--- src/rtl/irq_agg_cfg.svh ---
`ifndef IRQ_AGG_CFG_SVH
`define IRQ_AGG_CFG_SVH

// Device register offsets on the link command port.
`define OFS_IRQ_ENABLE      8'h00
`define OFS_IRQ_FLAG        8'h01
`define OFS_ETH_STATUS      8'h02

// Source bit positions shared by the enable and flag registers; bit 7 is the enable-only global enable and the status summary.
`define BIT_RX_ERROR        0
`define BIT_TX_ERROR        1
`define BIT_TX_DONE         3
`define BIT_LINK_CHANGE     4
`define BIT_COPY_DONE       5
`define BIT_RX_PENDING      6
`define BIT_GLOBAL_EN       7
`define BIT_SUMMARY         7

// Implemented bits and reset values.
`define SRC_MASK            8'h7b
`define ENABLE_MASK         8'hfb
`define IRQ_ENABLE_RESET    8'h00
`define IRQ_FLAG_RESET      8'h00

// Host controller register offsets on the software port.
`define HOST_OFS_CMD        4'h0
`define HOST_OFS_DEV_ADDR   4'h1
`define HOST_OFS_DEV_WDATA  4'h2
`define HOST_OFS_DEV_RDATA  4'h3
`define HOST_OFS_STATUS     4'h4
`define HOST_OFS_MASK       4'h5

// Host status and mask bit positions.
`define HOST_BIT_EDGE       0
`define HOST_BIT_RDONE      1
`define HOST_STATUS_RESET   2'h0

`endif

--- src/rtl/irq_agg_pkg.sv ---
package irq_agg_pkg;

    typedef enum logic [1:0]
    {
        OP_READ  = 2'h0,
        OP_WRITE = 2'h1,
        OP_SET   = 2'h2,
        OP_CLEAR = 2'h3
    } cmd_op_t;

    typedef logic [7:0] reg_byte_t;

endpackage : irq_agg_pkg

--- src/rtl/irq_link_if.sv ---
`timescale 1ns/1ps
`default_nettype none

interface irq_link_if;
    import irq_agg_pkg::*;

    logic      cmd_valid;
    cmd_op_t   cmd_op;
    reg_byte_t cmd_addr;
    reg_byte_t cmd_wdata;
    logic      rsp_valid;
    reg_byte_t rsp_data;
    logic      irq_out_n;

    modport device_end
    (
        input  cmd_valid,
        input  cmd_op,
        input  cmd_addr,
        input  cmd_wdata,
        output rsp_valid,
        output rsp_data,
        output irq_out_n
    );

    modport host_end
    (
        output cmd_valid,
        output cmd_op,
        output cmd_addr,
        output cmd_wdata,
        input  rsp_valid,
        input  rsp_data,
        input  irq_out_n
    );

endinterface : irq_link_if

`default_nettype wire

--- src/rtl/irq_aggregator_device.sv ---
// How it works
// - One interrupt pin; host senses falling edges.
// - Enable bit and flag bit per source.
// - Event sets flag; enabled flag drives pin low.
// - Flags set regardless of enables, except link.
// - Pin stays low until flags cleared or masked.
// - Host clears flags before enabling a source.
// - Host reads flags to find the cause.
// - Host clears flags with bit clear command.
// - Clearing global enable releases pin high two clocks after the command.
// - Re-enabling global with pending event drives low again.
// - Global enable gates exactly the six sources.
// - Summary bit shows enabled pending source, ungated.
//
// Decided for this implementation: the register addresses and strobed register access.
`timescale 1ns/1ps
`default_nettype none

`include "irq_agg_cfg.svh"

module irq_aggregator_device
    import irq_agg_pkg::*;
(
    // Clock and reset
    input  wire logic        mclk,
    input  wire logic        rst_b,
    // Link toward the host
    irq_link_if.device_end   link,
    // Event pulses from the controller datapath
    input  wire logic        rx_error_evt,
    input  wire logic        tx_error_evt,
    input  wire logic        tx_done_evt,
    input  wire logic        link_change_evt,
    input  wire logic        copy_done_evt,
    input  wire logic        rx_pending_evt,
    // Status views
    output logic             irq_summary,
    output logic [7:0]       flag_view,
    output logic [7:0]       enable_view
);

    // Applies one register command to an old register value.
    function automatic reg_byte_t apply_cmd
    (
        input reg_byte_t old_val,
        input cmd_op_t   op,
        input reg_byte_t data
    );
        reg_byte_t res;
        res = old_val;
        case (op)
            OP_WRITE:
            begin
                res = data;
            end
            OP_SET:
            begin
                res = old_val | data;
            end
            OP_CLEAR:
            begin
                res = old_val & ~data;
            end
            default:
            begin
                res = old_val;
            end
        endcase
        return res;
    endfunction : apply_cmd

    // Tells whether a command of the given kind addresses a register.
    function automatic logic cmd_hits
    (
        input logic      valid,
        input reg_byte_t addr,
        input reg_byte_t ofs
    );
        return valid && (addr == ofs);
    endfunction : cmd_hits

    reg_byte_t irq_enable_reg;
    reg_byte_t irq_enable_next;
    reg_byte_t irq_flag_reg;
    reg_byte_t irq_flag_next;
    logic      summary_reg;
    logic      summary_next;
    logic      irq_out_n_reg;
    logic      irq_out_n_next;
    logic      rsp_valid_reg;
    logic      rsp_valid_next;
    reg_byte_t rsp_data_reg;
    reg_byte_t rsp_data_next;

    wire logic      is_read;
    wire logic      is_modify;
    wire logic      hit_enable;
    wire logic      hit_flag;
    wire logic      hit_status;
    wire logic      rd_enable;
    wire logic      rd_flag;
    wire reg_byte_t evt_vec;
    wire reg_byte_t evt_set;
    wire reg_byte_t flag_after_cmd;
    wire reg_byte_t enable_after_cmd;
    wire logic      link_allowed;
    wire logic      pending;
    wire reg_byte_t status_view;

    assign is_read    = link.cmd_valid && (link.cmd_op == OP_READ);
    assign is_modify  = link.cmd_valid && (link.cmd_op != OP_READ);
    assign hit_enable = cmd_hits(is_modify, link.cmd_addr, `OFS_IRQ_ENABLE);
    assign hit_flag   = cmd_hits(is_modify, link.cmd_addr, `OFS_IRQ_FLAG);
    assign hit_status = cmd_hits(is_read, link.cmd_addr, `OFS_ETH_STATUS);
    assign rd_enable  = cmd_hits(is_read, link.cmd_addr, `OFS_IRQ_ENABLE);
    assign rd_flag    = cmd_hits(is_read, link.cmd_addr, `OFS_IRQ_FLAG);

    // Event pulses gathered into the flag layout.
    assign evt_vec =
    {
        1'b0,
        rx_pending_evt,
        copy_done_evt,
        link_change_evt,
        tx_done_evt,
        1'b0,
        tx_error_evt,
        rx_error_evt
    };

    // The link flag only records while its own source is enabled.
    assign link_allowed = irq_enable_reg[`BIT_LINK_CHANGE];
    assign evt_set = evt_vec & `SRC_MASK & ~({7'h00, ~link_allowed} << `BIT_LINK_CHANGE);

    assign enable_after_cmd = hit_enable ? apply_cmd(irq_enable_reg, link.cmd_op, link.cmd_wdata)
                                         : irq_enable_reg;
    assign flag_after_cmd   = hit_flag ? apply_cmd(irq_flag_reg, link.cmd_op, link.cmd_wdata)
                                       : irq_flag_reg;

    // Only the six sources take part in the pending term.
    assign pending = |(irq_flag_reg & irq_enable_reg & `SRC_MASK);

    assign status_view = {summary_reg, 7'h00};

    always_comb
    begin
        irq_enable_next = enable_after_cmd & `ENABLE_MASK;
        // An event wins over a clear that lands in the same cycle.
        irq_flag_next   = (flag_after_cmd & `SRC_MASK) | evt_set;
        // The summary ignores the global enable.
        summary_next    = pending;
        // The pin follows the enabled pending term, released one clock after global drops.
        irq_out_n_next  = ~(irq_enable_reg[`BIT_GLOBAL_EN] & pending);
        rsp_valid_next  = is_read;
        rsp_data_next   = 8'h00;
        if (rd_enable)
        begin
            rsp_data_next = irq_enable_reg;
        end
        else if (rd_flag)
        begin
            rsp_data_next = irq_flag_reg;
        end
        else if (hit_status)
        begin
            rsp_data_next = status_view;
        end
    end

    always_ff @(posedge mclk or negedge rst_b)
    begin
        if (!rst_b)
        begin
            irq_enable_reg <= `IRQ_ENABLE_RESET;
            irq_flag_reg   <= `IRQ_FLAG_RESET;
            summary_reg    <= 1'b0;
            irq_out_n_reg  <= 1'b1;
        end
        else
        begin
            irq_enable_reg <= irq_enable_next;
            irq_flag_reg   <= irq_flag_next;
            summary_reg    <= summary_next;
            irq_out_n_reg  <= irq_out_n_next;
        end
    end

    always_ff @(posedge mclk or negedge rst_b)
    begin
        if (!rst_b)
        begin
            rsp_valid_reg <= 1'b0;
            rsp_data_reg  <= 8'h00;
        end
        else
        begin
            rsp_valid_reg <= rsp_valid_next;
            rsp_data_reg  <= rsp_data_next;
        end
    end

    assign link.irq_out_n = irq_out_n_reg;
    assign link.rsp_valid = rsp_valid_reg;
    assign link.rsp_data  = rsp_data_reg;
    assign irq_summary    = summary_reg;
    assign flag_view      = irq_flag_reg;
    assign enable_view    = irq_enable_reg;

endmodule : irq_aggregator_device

`default_nettype wire

--- src/flat_wrapper.sv ---
// flat-port wrapper written by rule: the top's interface ports become plain ports
module irq_aggregator_device_flat import irq_agg_pkg::*;
  (mclk, rst_b, rx_error_evt, tx_error_evt, tx_done_evt, link_change_evt, copy_done_evt, rx_pending_evt, irq_summary, flag_view, enable_view, link_cmd_valid, link_cmd_op, link_cmd_addr, link_cmd_wdata, link_rsp_valid, link_rsp_data, link_irq_out_n);
  irq_link_if link_i ();
  input  wire logic mclk;
  input  wire logic rst_b;
  input  wire logic rx_error_evt;
  input  wire logic tx_error_evt;
  input  wire logic tx_done_evt;
  input  wire logic link_change_evt;
  input  wire logic copy_done_evt;
  input  wire logic rx_pending_evt;
  output logic irq_summary;
  output logic [7:0] flag_view;
  output logic [7:0] enable_view;
  input wire logic [$bits(link_i.cmd_valid)-1:0] link_cmd_valid;
  input wire logic [$bits(link_i.cmd_op)-1:0] link_cmd_op;
  input wire logic [$bits(link_i.cmd_addr)-1:0] link_cmd_addr;
  input wire logic [$bits(link_i.cmd_wdata)-1:0] link_cmd_wdata;
  output wire logic [$bits(link_i.rsp_valid)-1:0] link_rsp_valid;
  output wire logic [$bits(link_i.rsp_data)-1:0] link_rsp_data;
  output wire logic [$bits(link_i.irq_out_n)-1:0] link_irq_out_n;
  assign link_i.cmd_valid = link_cmd_valid;
  assign link_i.cmd_op = link_cmd_op;
  assign link_i.cmd_addr = link_cmd_addr;
  assign link_i.cmd_wdata = link_cmd_wdata;
  assign link_rsp_valid = link_i.rsp_valid;
  assign link_rsp_data = link_i.rsp_data;
  assign link_irq_out_n = link_i.irq_out_n;
  irq_aggregator_device u_core (.mclk(mclk), .rst_b(rst_b), .link(link_i), .rx_error_evt(rx_error_evt), .tx_error_evt(tx_error_evt), .tx_done_evt(tx_done_evt), .link_change_evt(link_change_evt), .copy_done_evt(copy_done_evt), .rx_pending_evt(rx_pending_evt), .irq_summary(irq_summary), .flag_view(flag_view), .enable_view(enable_view));
endmodule
--- config.mk ---
export PLATFORM = sky130hd
export DESIGN_NAME = irq_aggregator_device_flat
export DESIGN_NICKNAME = d
export VERILOG_FILES = /design/src/rtl/irq_agg_pkg.sv /design/src/rtl/irq_link_if.sv /design/src/rtl/irq_aggregator_device.sv /design/src/flat_wrapper.sv
export VERILOG_INCLUDE_DIRS = /design/src /design/src/rtl
export SDC_FILE = /design/constraint.sdc
export NUM_CORES = 1
export LEC_CHECK = 0
export BUFFER_PORTS_ARGS = -buffer_cell sky130_fd_sc_hd__buf_2
export CAP_MARGIN = 5
export CORE_MARGIN = 10
export CORE_UTILIZATION = 50
export DETAILED_ROUTE_END_ITERATION = 7
export PLACE_DENSITY = 0.84
export RECOVER_POWER = 25
export SLEW_MARGIN = 5
export SYNTH_ARGS = -nofsm -noshare
export SYNTH_HDL_FRONTEND = slang
export SYNTH_SLANG_ARGS = --single-unit
--- constraint.sdc ---
create_clock -name mclk -period 2.4 [get_ports mclk]
set_input_delay 0.72 -clock mclk [delete_from_list [all_inputs] [get_ports mclk]]
set_output_delay 0.72 -clock mclk [all_outputs]
set_load 0.01 [all_outputs]
Yosys cells after proc, flatten, opt, wreduce, memory -nomap -nowiden:

Index checks and enable logic that the tools add are counted.

* register bits: 26
* input port bits: 27
* logic and storage cells: 42

* equal/unequal tests: 5
* muxes and demuxes: 6
* bitwise operators: 12
* reductions and logical operators: 13

Operators with widths (number)
* $mux 8: 3
* $pmux 8 s3: 1
* $pmux 7 s3: 1
* $and 7x7->7: 2
* $and 7x8->8: 1
* $and 8x8->8: 1
* $eq 8x1->1 const B: 1
* $eq 8x2->1 const B: 1
* $logic_not 8->1: 1
* $not 5->8: 1
* $not 8->8: 1
* $or 7x8->8: 1
* $or 8x8->8: 1
* $logic_and 1x1->1: 7
* $mux 7: 1
* $or 7x7->7: 1
* $reduce_or 6->1: 1
* $eq 2x2->1 const B: 2
* $reduce_bool 3->1: 1
* $eq 2x1->1 const B: 1
* $logic_not 2->1: 1
* $not 1->1: 2
* $reduce_and 2->1: 1
* $reduce_bool 2->1: 1
* $and 1x1->1: 1

Depth between registers and ports, before layout:

Gate-level depths: netlist (run 1).

* word-level depth: 6
* mapped depth: 6
* gate-level depth less buffers: 4

Worst setup path before layout (run 1):

No wires, ideal clock.

* path kind: input to register
* from: input link_cmd_addr[1]
* to: register u_core.irq_flag_reg[5], in the netlist u_core.flag_view[5]
* setup time: 126 ps
* data arrival time: 1875 ps
* required time: 2274 ps
* slack: 399 ps
* stages on the path: 5
* buffers on the path: 1
* cell sequence: buf_2 -> nor4b_4 -> nand4_2 -> a21o_1 -> a221o_1

* word-level cells in the longest chain between the ends: 4

Ends and longest elaborated chain
* start: declaration: RTL line flat_wrapper.sv:18 `input wire logic [$bits(link_i.cmd_addr)-1:0] link_cmd_addr;`
* $eq 8x1->1: RTL line irq_aggregator_device.sv:79 `return valid && (addr == ofs);`
* $logic_and 1x1->1: RTL line irq_aggregator_device.sv:79
* $mux 7: RTL line irq_aggregator_device.sv:137 `assign flag_after_cmd = hit_flag ? apply_cmd(irq_flag_reg, link.cmd_op, link.cmd_wdata)`
* $or 7x8->8: RTL line irq_aggregator_device.sv:149 `` irq_flag_next = (flag_after_cmd & `SRC_MASK) | evt_set; ``
* via u_core.irq_flag_next[5]: RTL line irq_aggregator_device.sv:85 `reg_byte_t irq_flag_next;`
* end signal: assignment: RTL line irq_aggregator_device.sv:175 `` irq_flag_reg <= `IRQ_FLAG_RESET; ``
* end signal: assignment: RTL line irq_aggregator_device.sv:182 `irq_flag_reg <= irq_flag_next;`
* end: declaration: RTL line irq_aggregator_device.sv:84 `reg_byte_t irq_flag_reg;`

The timed path passes the listed nets, and every way through them passes these cells.
A chain may end at the register's enable or synchronous reset.

Worst setup path after layout (run 1):

* from: input link_cmd_addr[5]
* to: register u_core.irq_flag_reg[3], in the netlist u_core.flag_view[3]

The elaborated chain is that of the path after synthesis.

==> flow_metrics.env, run 1 <==
export IMPL_pin_count=54
export IMPL_path_max_fanout=9
export IMPL_cts_reportedPaths_clkPinSlew_ns=0.11
export IMPL_rows=18
export IMPL_r2r_slack_ns=1.43
export IMPL_power_frac_seq=0.602
export IMPL_grt_pass1_wl_mm=5.43
export IMPL_grtUsageTotal=0.130
export IMPL_maxCapViolations=0
export IMPL_slowest_delay_ns=0.51
export IMPL_r2r_end="u_core.enable_view[1]"
export IMPL_synth_avg_cell_area_um2=10.2
export IMPL_fmax_ghz=0.514
export IMPL_drt_iter0_markers=68
export IMPL_numCtsBuffers=3
export IMPL_drc=0
export IMPL_clock_path_buffers=2
export IMPL_post_drt_wl_per_cell_um=16.9
export IMPL_min_from="u_core.enable_view[7]"
export IMPL_ys_flop_type="dfrtp_1"
export IMPL_h_tree_depth=1
export IMPL_whs_ns=0.498
export IMPL_slowest_stage="nor4_4"
export IMPL_cp_cell_sequence="buf_2 -> nor4_4 -> nand3_1 -> nor2_1 -> a221o_1"
export IMPL_clk_latency_ns=0.31
export IMPL_path_class="in2reg"
export IMPL_cts_resized=0
export IMPL_place_congestion=0.828
export IMPL_post_dp_cell_area_um2=1500
export IMPL_routed_via_density=5.78
export IMPL_cp_end_kind="register"
export IMPL_cts_tree="yes"
export IMPL_drt_total_wl_mm=3.41
export IMPL_nets=200
export IMPL_diodes=0
export IMPL_r2r_start="u_core.enable_view[1]"
export IMPL_synth_area_leaders="dfrtp_1, a211o_1, a22o_1"
export IMPL_switching_share=0.252
export IMPL_setup_tns_final_ns=0
export IMPL_worstHoldPathCells=1
export IMPL_cts_setup_buffers=0
export IMPL_pwr_share_clk=0.269
export IMPL_combPwrFrac=0.128
export IMPL_dp_cells=198
export IMPL_syn_area_um2=1250
export IMPL_stdcell_area_um2=1530
export IMPL_wl_met1_mm=1.34
export IMPL_cts_num_sinks=23
export IMPL_arrival_ns=2.19
export IMPL_p_int_uw=486
export IMPL_firstDrtPassIters=4
export IMPL_synth_top_cell_by_area="dfrtp_1"
export IMPL_fillCellCount=199
export IMPL_grt_pass1_vias=1175
export IMPL_rsz0062_at_grt="false"
export IMPL_relSlewSlack=0.200
export IMPL_cts_root_buf="clkbuf_4"
export IMPL_syn_inst=123
export IMPL_synth_top_area_frac=0.440
export IMPL_synth_common_cells="dfrtp_1, nand2_1, inv_1, o22ai_1"
export IMPL_dieArea_um2=4910
export IMPL_antenna_found_initial=0
export IMPL_synth_seq_cells=23
export IMPL_leakage_uw=0.000714
export IMPL_drive_gt1_frac=0.349
export IMPL_postCtsHoldBufs=0
export IMPL_seq_area_frac_synth=0.461
export IMPL_powerDensity_nw_per_um2=426
export IMPL_period_minus_slack_ns=1.95
export IMPL_start_kind="primary input"
export IMPL_hold_end="u_core.link.irq_out_n"
export IMPL_hpwl_mm=2.72
export IMPL_ant_nets=0
export IMPL_final_cells=202
export IMPL_pre_cts_ws_ns=0.162
export IMPL_hp_class="reg2reg"
export IMPL_outcome="completed"
export IMPL_chipWidth_um=70.1
export IMPL_period_share=0.810
export IMPL_wl_met2_mm=1.76
export IMPL_reg2reg_depth=2
export IMPL_clock_skew_ns=0.00725
export IMPL_synth_edf_count=0
export IMPL_die_y_um=70.1
export IMPL_worstPathRequired_ns=2.65
export IMPL_top_layer="met4"
export IMPL_vias=1168
export IMPL_area_growth_pct=22.0
export IMPL_port_buffers=48
export IMPL_power_switching_uw=164
export IMPL_maxSlewViolCount=0
export IMPL_core_um2=2430
export IMPL_grt_overflow_total=0
export IMPL_worst_pin_slew_ns=1.20
export IMPL_synth_most_common_cell="dfrtp_1"
export IMPL_grt_max_degree=24
export IMPL_wl_met3_um=263
export IMPL_worst_slack_ns=0.455
export IMPL_ys_warn_count=0
export IMPL_ys_types=37
export IMPL_ir_drop_mv=0.264
export IMPL_async_flop_share=1.00
export IMPL_initial_core_util=0.515
export IMPL_hold_viol=0
export IMPL_setup_violations=0
[layout make-up]
class                           count  area (um2)  area share
Clock buffer                        4        26.3      0.0172
Inverter                            8        30.0      0.0197
Multi-Input combinational cell     85         588       0.385
Sequential cell                    23         577       0.378
Tap cell                           30        37.5      0.0246
Timing Repair Buffer               52         269       0.176
[layer usage]
metal	vias to the layer above	track usage
met5	-	0
met2	52	0.230
met1	557	0.144
met4	0	0.0482
li1	555	-
met3	4	0.0367
[power groups by stage]
stage	Clock, uW	Combinational, uW	Sequential [uW]
after floorplan	0	46.7	400
after global placement	0	79.1	399
after detailed placement	0	83.2	399
after CTS	178	83.5	392
after global routing	194	92.7	392
final	175	83.5	392
[worst max path at each step]
stage | from | endpoint | slack [ns] | depth (start not counted)
final | link_cmd_addr[5] | u_core.flag_view[3] | 0.45 | 5
after global routing | link_cmd_addr[5] | u_core.link.rsp_data[1] | 0.35 | 5
after CTS | link_cmd_addr[5] | u_core.flag_view[1] | 0.47 | 5
after detailed placement | link_cmd_addr[5] | u_core.flag_view[1] | 0.16 | 5
after global placement | link_cmd_addr[5] | u_core.flag_view[5] | 0.18 | 5
after floorplan | link_cmd_addr[1] | u_core.flag_view[5] | 0.40 | 5
[cells in the final DEF, fill, tap and decap left out, types with 5 or more instances in the layout]
cell type and instances:
buf_2 47, nor2_1 5, a22o_1 6, nand2_1 10, a211o_1 6, inv_1 8, and3_1 6, o22ai_1 7
dfrtp_1 22
[critical path: cells and delay by family]
kind | cells | cell delay [ns]
AOI/OAI and AO/OA | 1 | 0.21
buffers and inverters | 1 | 0.11
and+or+nand+nor | 3 | 1.14
[cells by family (layout without fill, tap and decap cells)]
| family | Yosys count | after routing | synth area share |
|---|---|---|---|
| other | 1 | 4 | 0.00299 |
| muxes | 1 | 1 | 0.00799 |
| buffers and inverters | 18 | 64 | 0.0789 |
| xor gates and xnor gates | 1 | 1 | 0.00699 |
| AOI/OAI and AO/OA | 38 | 38 | 0.237 |
| and+or+nand+nor | 41 | 41 | 0.206 |
| DFF | 23 | 23 | 0.461 |
[stage by stage]
stage / util / total power, uW
6_report: 0.628 / 650
5_1_grt: 0.628 / 679
4_1_cts: 0.629 / 653
3_5_place_dp: 0.618 / 482
3_3_place_gp: 0.618 / 478
2_1_floorplan: - / 447
(Power assumes the default switching activity.)
==> run 2, diff against run 1 <==
CORE_UTILIZATION = 42   (was 50)
PLACE_DENSITY = 0.76   (was 0.84)
clock period = 1.6 ns   (was 2.4 ns; I/O delays follow)
==> run 2 against run 1 <==
Worst hold slack lost 0.14 ns. Critical path depth grew 1. Global-route usage shrank 0.098 points. Via count grew 3.5%. Non-clock buffer count grew 11. Combinational power grew 76%. First-iteration DRC count grew 7.4%. Worst setup slack lost 0.38 ns. Total power grew 54%. Clock skew shrank 0.00067 ns. Critical endpoint is now u_core.flag_view[5].
==> flow_metrics.env, run 2 (synthesized netlist as in run 1, its figures left out) <==
export IMPL_antenna_found_initial=0
export IMPL_top_layer="met4"
export IMPL_postCtsHoldBufs=0
export IMPL_initial_core_util=0.446
export IMPL_path_max_fanout=9
export IMPL_r2r_start="u_core.enable_view[4]"
export IMPL_hold_end="u_core.flag_view[0]"
export IMPL_grt_pass1_wl_mm=5.69
export IMPL_cts_tree="yes"
export IMPL_place_congestion=0.846
export IMPL_drt_total_wl_mm=3.59
export IMPL_port_buffers=48
export IMPL_wl_met1_mm=1.41
export IMPL_maxSlewViolCount=0
export IMPL_routed_via_density=5.65
export IMPL_ant_nets=0
export IMPL_relSlewSlack=0.185
export IMPL_final_cell_mix="buf_2, dfrtp_1, buf_4"
export IMPL_cts_reportedPaths_clkPinSlew_ns=0.13
export IMPL_hp_class="in2reg"
export IMPL_r2r_slack_ns=0.63
export IMPL_rsz0062_at_grt="false"
export IMPL_maxCapViolations=0
export IMPL_combPwrFrac=0.146
export IMPL_clk_latency_ns=0.31
export IMPL_final_cells=214
export IMPL_grt_pass1_vias=1233
export IMPL_vias=1209
export IMPL_powerDensity_nw_per_um2=612
export IMPL_worstHoldPathCells=2
export IMPL_outcome="completed"
export IMPL_power_frac_seq=0.586
export IMPL_dieArea_um2=5570
export IMPL_hpwl_mm=2.88
export IMPL_fmax_ghz=0.655
export IMPL_chipWidth_um=74.6
export IMPL_leakage_uw=0.000770
export IMPL_finish_utilization=0.583
export IMPL_cts_root_buf="clkbuf_4"
export IMPL_period_minus_slack_ns=1.53
export IMPL_period_share=0.953
export IMPL_rows=19
export IMPL_arrival_ns=1.73
export IMPL_grtUsageTotal=0.129
export IMPL_cts_setup_buffers=0
export IMPL_pin_count=54
export IMPL_grt_overflow_total=0
export IMPL_cts_resized=0
export IMPL_switching_share=0.260
export IMPL_drt_iter0_markers=73
export IMPL_drc=0
export IMPL_post_drt_wl_per_cell_um=16.8
export IMPL_min_from="rx_error_evt"
export IMPL_wl_met2_mm=1.75
export IMPL_grt_max_degree=24
export IMPL_firstDrtPassIters=4
export IMPL_nets=211
export IMPL_path_class="in2reg"
export IMPL_wl_met3_um=359
export IMPL_die_y_um=74.6
export IMPL_dp_cells=210
export IMPL_numCtsBuffers=3
export IMPL_worst_pin_slew_ns=1.22
export IMPL_clock_skew_ns=0.00657
export IMPL_worstPathRequired_ns=1.81
export IMPL_h_tree_depth=1
export IMPL_hold_viol=0
export IMPL_final_common_cell="buf_2"
export IMPL_cts_num_sinks=23
export IMPL_ir_drop_mv=0.240
export IMPL_diodes=0
export IMPL_pwr_share_clk=0.267
export IMPL_core_um2=2810
export IMPL_cp_startpoint="link_cmd_addr[6]"
export IMPL_p_int_uw=742
export IMPL_start_kind="primary input"
export IMPL_power_switching_uw=260
export IMPL_cp_end_kind="register"
export IMPL_clock_path_buffers=2
export IMPL_drive_gt1_frac=0.399
export IMPL_setup_violations=0
export IMPL_r2r_end="u_core.enable_view[4]"
export IMPL_area_growth_pct=30.7
export IMPL_reg2reg_depth=2
-- run 2: metal layers --
metal,vias to the layer above,track usage
met4,0,0.0630
met5,-,0
li1,579,-
met3,6,0.0386
met1,564,0.145
met2,60,0.219
-- run 2: cell type report --
type | instances | area [um2]
inverter | 8 | 30.0
clock buffer | 3 | 22.5
sequential | 23 | 577
fill | 250 | 1170
clock inverter | 1 | 5.00
timing repair buffer | 63 | 364
tap | 31 | 38.8
multi-input combinational | 85 | 599
-- run 2: how the worst max path moves through the flow --
stage / to / slack (ns) / depth (start not counted)
2_1_floorplan: u_core.flag_view[5] / -0.08 / 4
3_3_place_gp: u_core.flag_view[5] / -0.19 / 6
3_5_place_dp: u_core.flag_view[5] / -0.24 / 6
4_1_cts: u_core.flag_view[5] / 0.1 / 6
5_1_grt: u_core.flag_view[5] / 0.05 / 6
6_report: u_core.flag_view[5] / 0.07 / 6
-- run 2: power by group through the flow --
| stage | Clock, uW | Combinational, uW | Sequential (uW) |
|---|---|---|---|
| 2_1_floorplan | 0 | 72.7 | 600 |
| 3_3_place_gp | 0 | 140 | 598 |
| 3_5_place_dp | 0 | 145 | 599 |
| 4_1_cts | 271 | 146 | 588 |
| 5_1_grt | 304 | 161 | 589 |
| 6_report | 268 | 147 | 588 |
-- run 2: worst max-delay path: stages --
cell     delay, ns
buf_2         0.11
nor4_4        0.26
buf_4         0.19
nand4_2       0.15
a21o_1        0.22
a221o_1       0.33
-- run 2: per-stage QoR --
stage / setup TNS (ns) / area, um2 / total power (uW) / hold WS (ns) / setup WS, ns
finish: 0 / 1640 / 1000 / 0.359 / 0.0744
global placement: -2.08 / 1610 / 739 / 0.467 / -0.186
floorplan: -0.518 / 1280 / 673 / 0.184 / -0.0807
global route: 0 / 1640 / 1050 / 0.340 / 0.0484
CTS: 0 / 1640 / 1000 / 0.128 / 0.0972
detailed placement: -2.62 / 1610 / 744 / 0.474 / -0.243
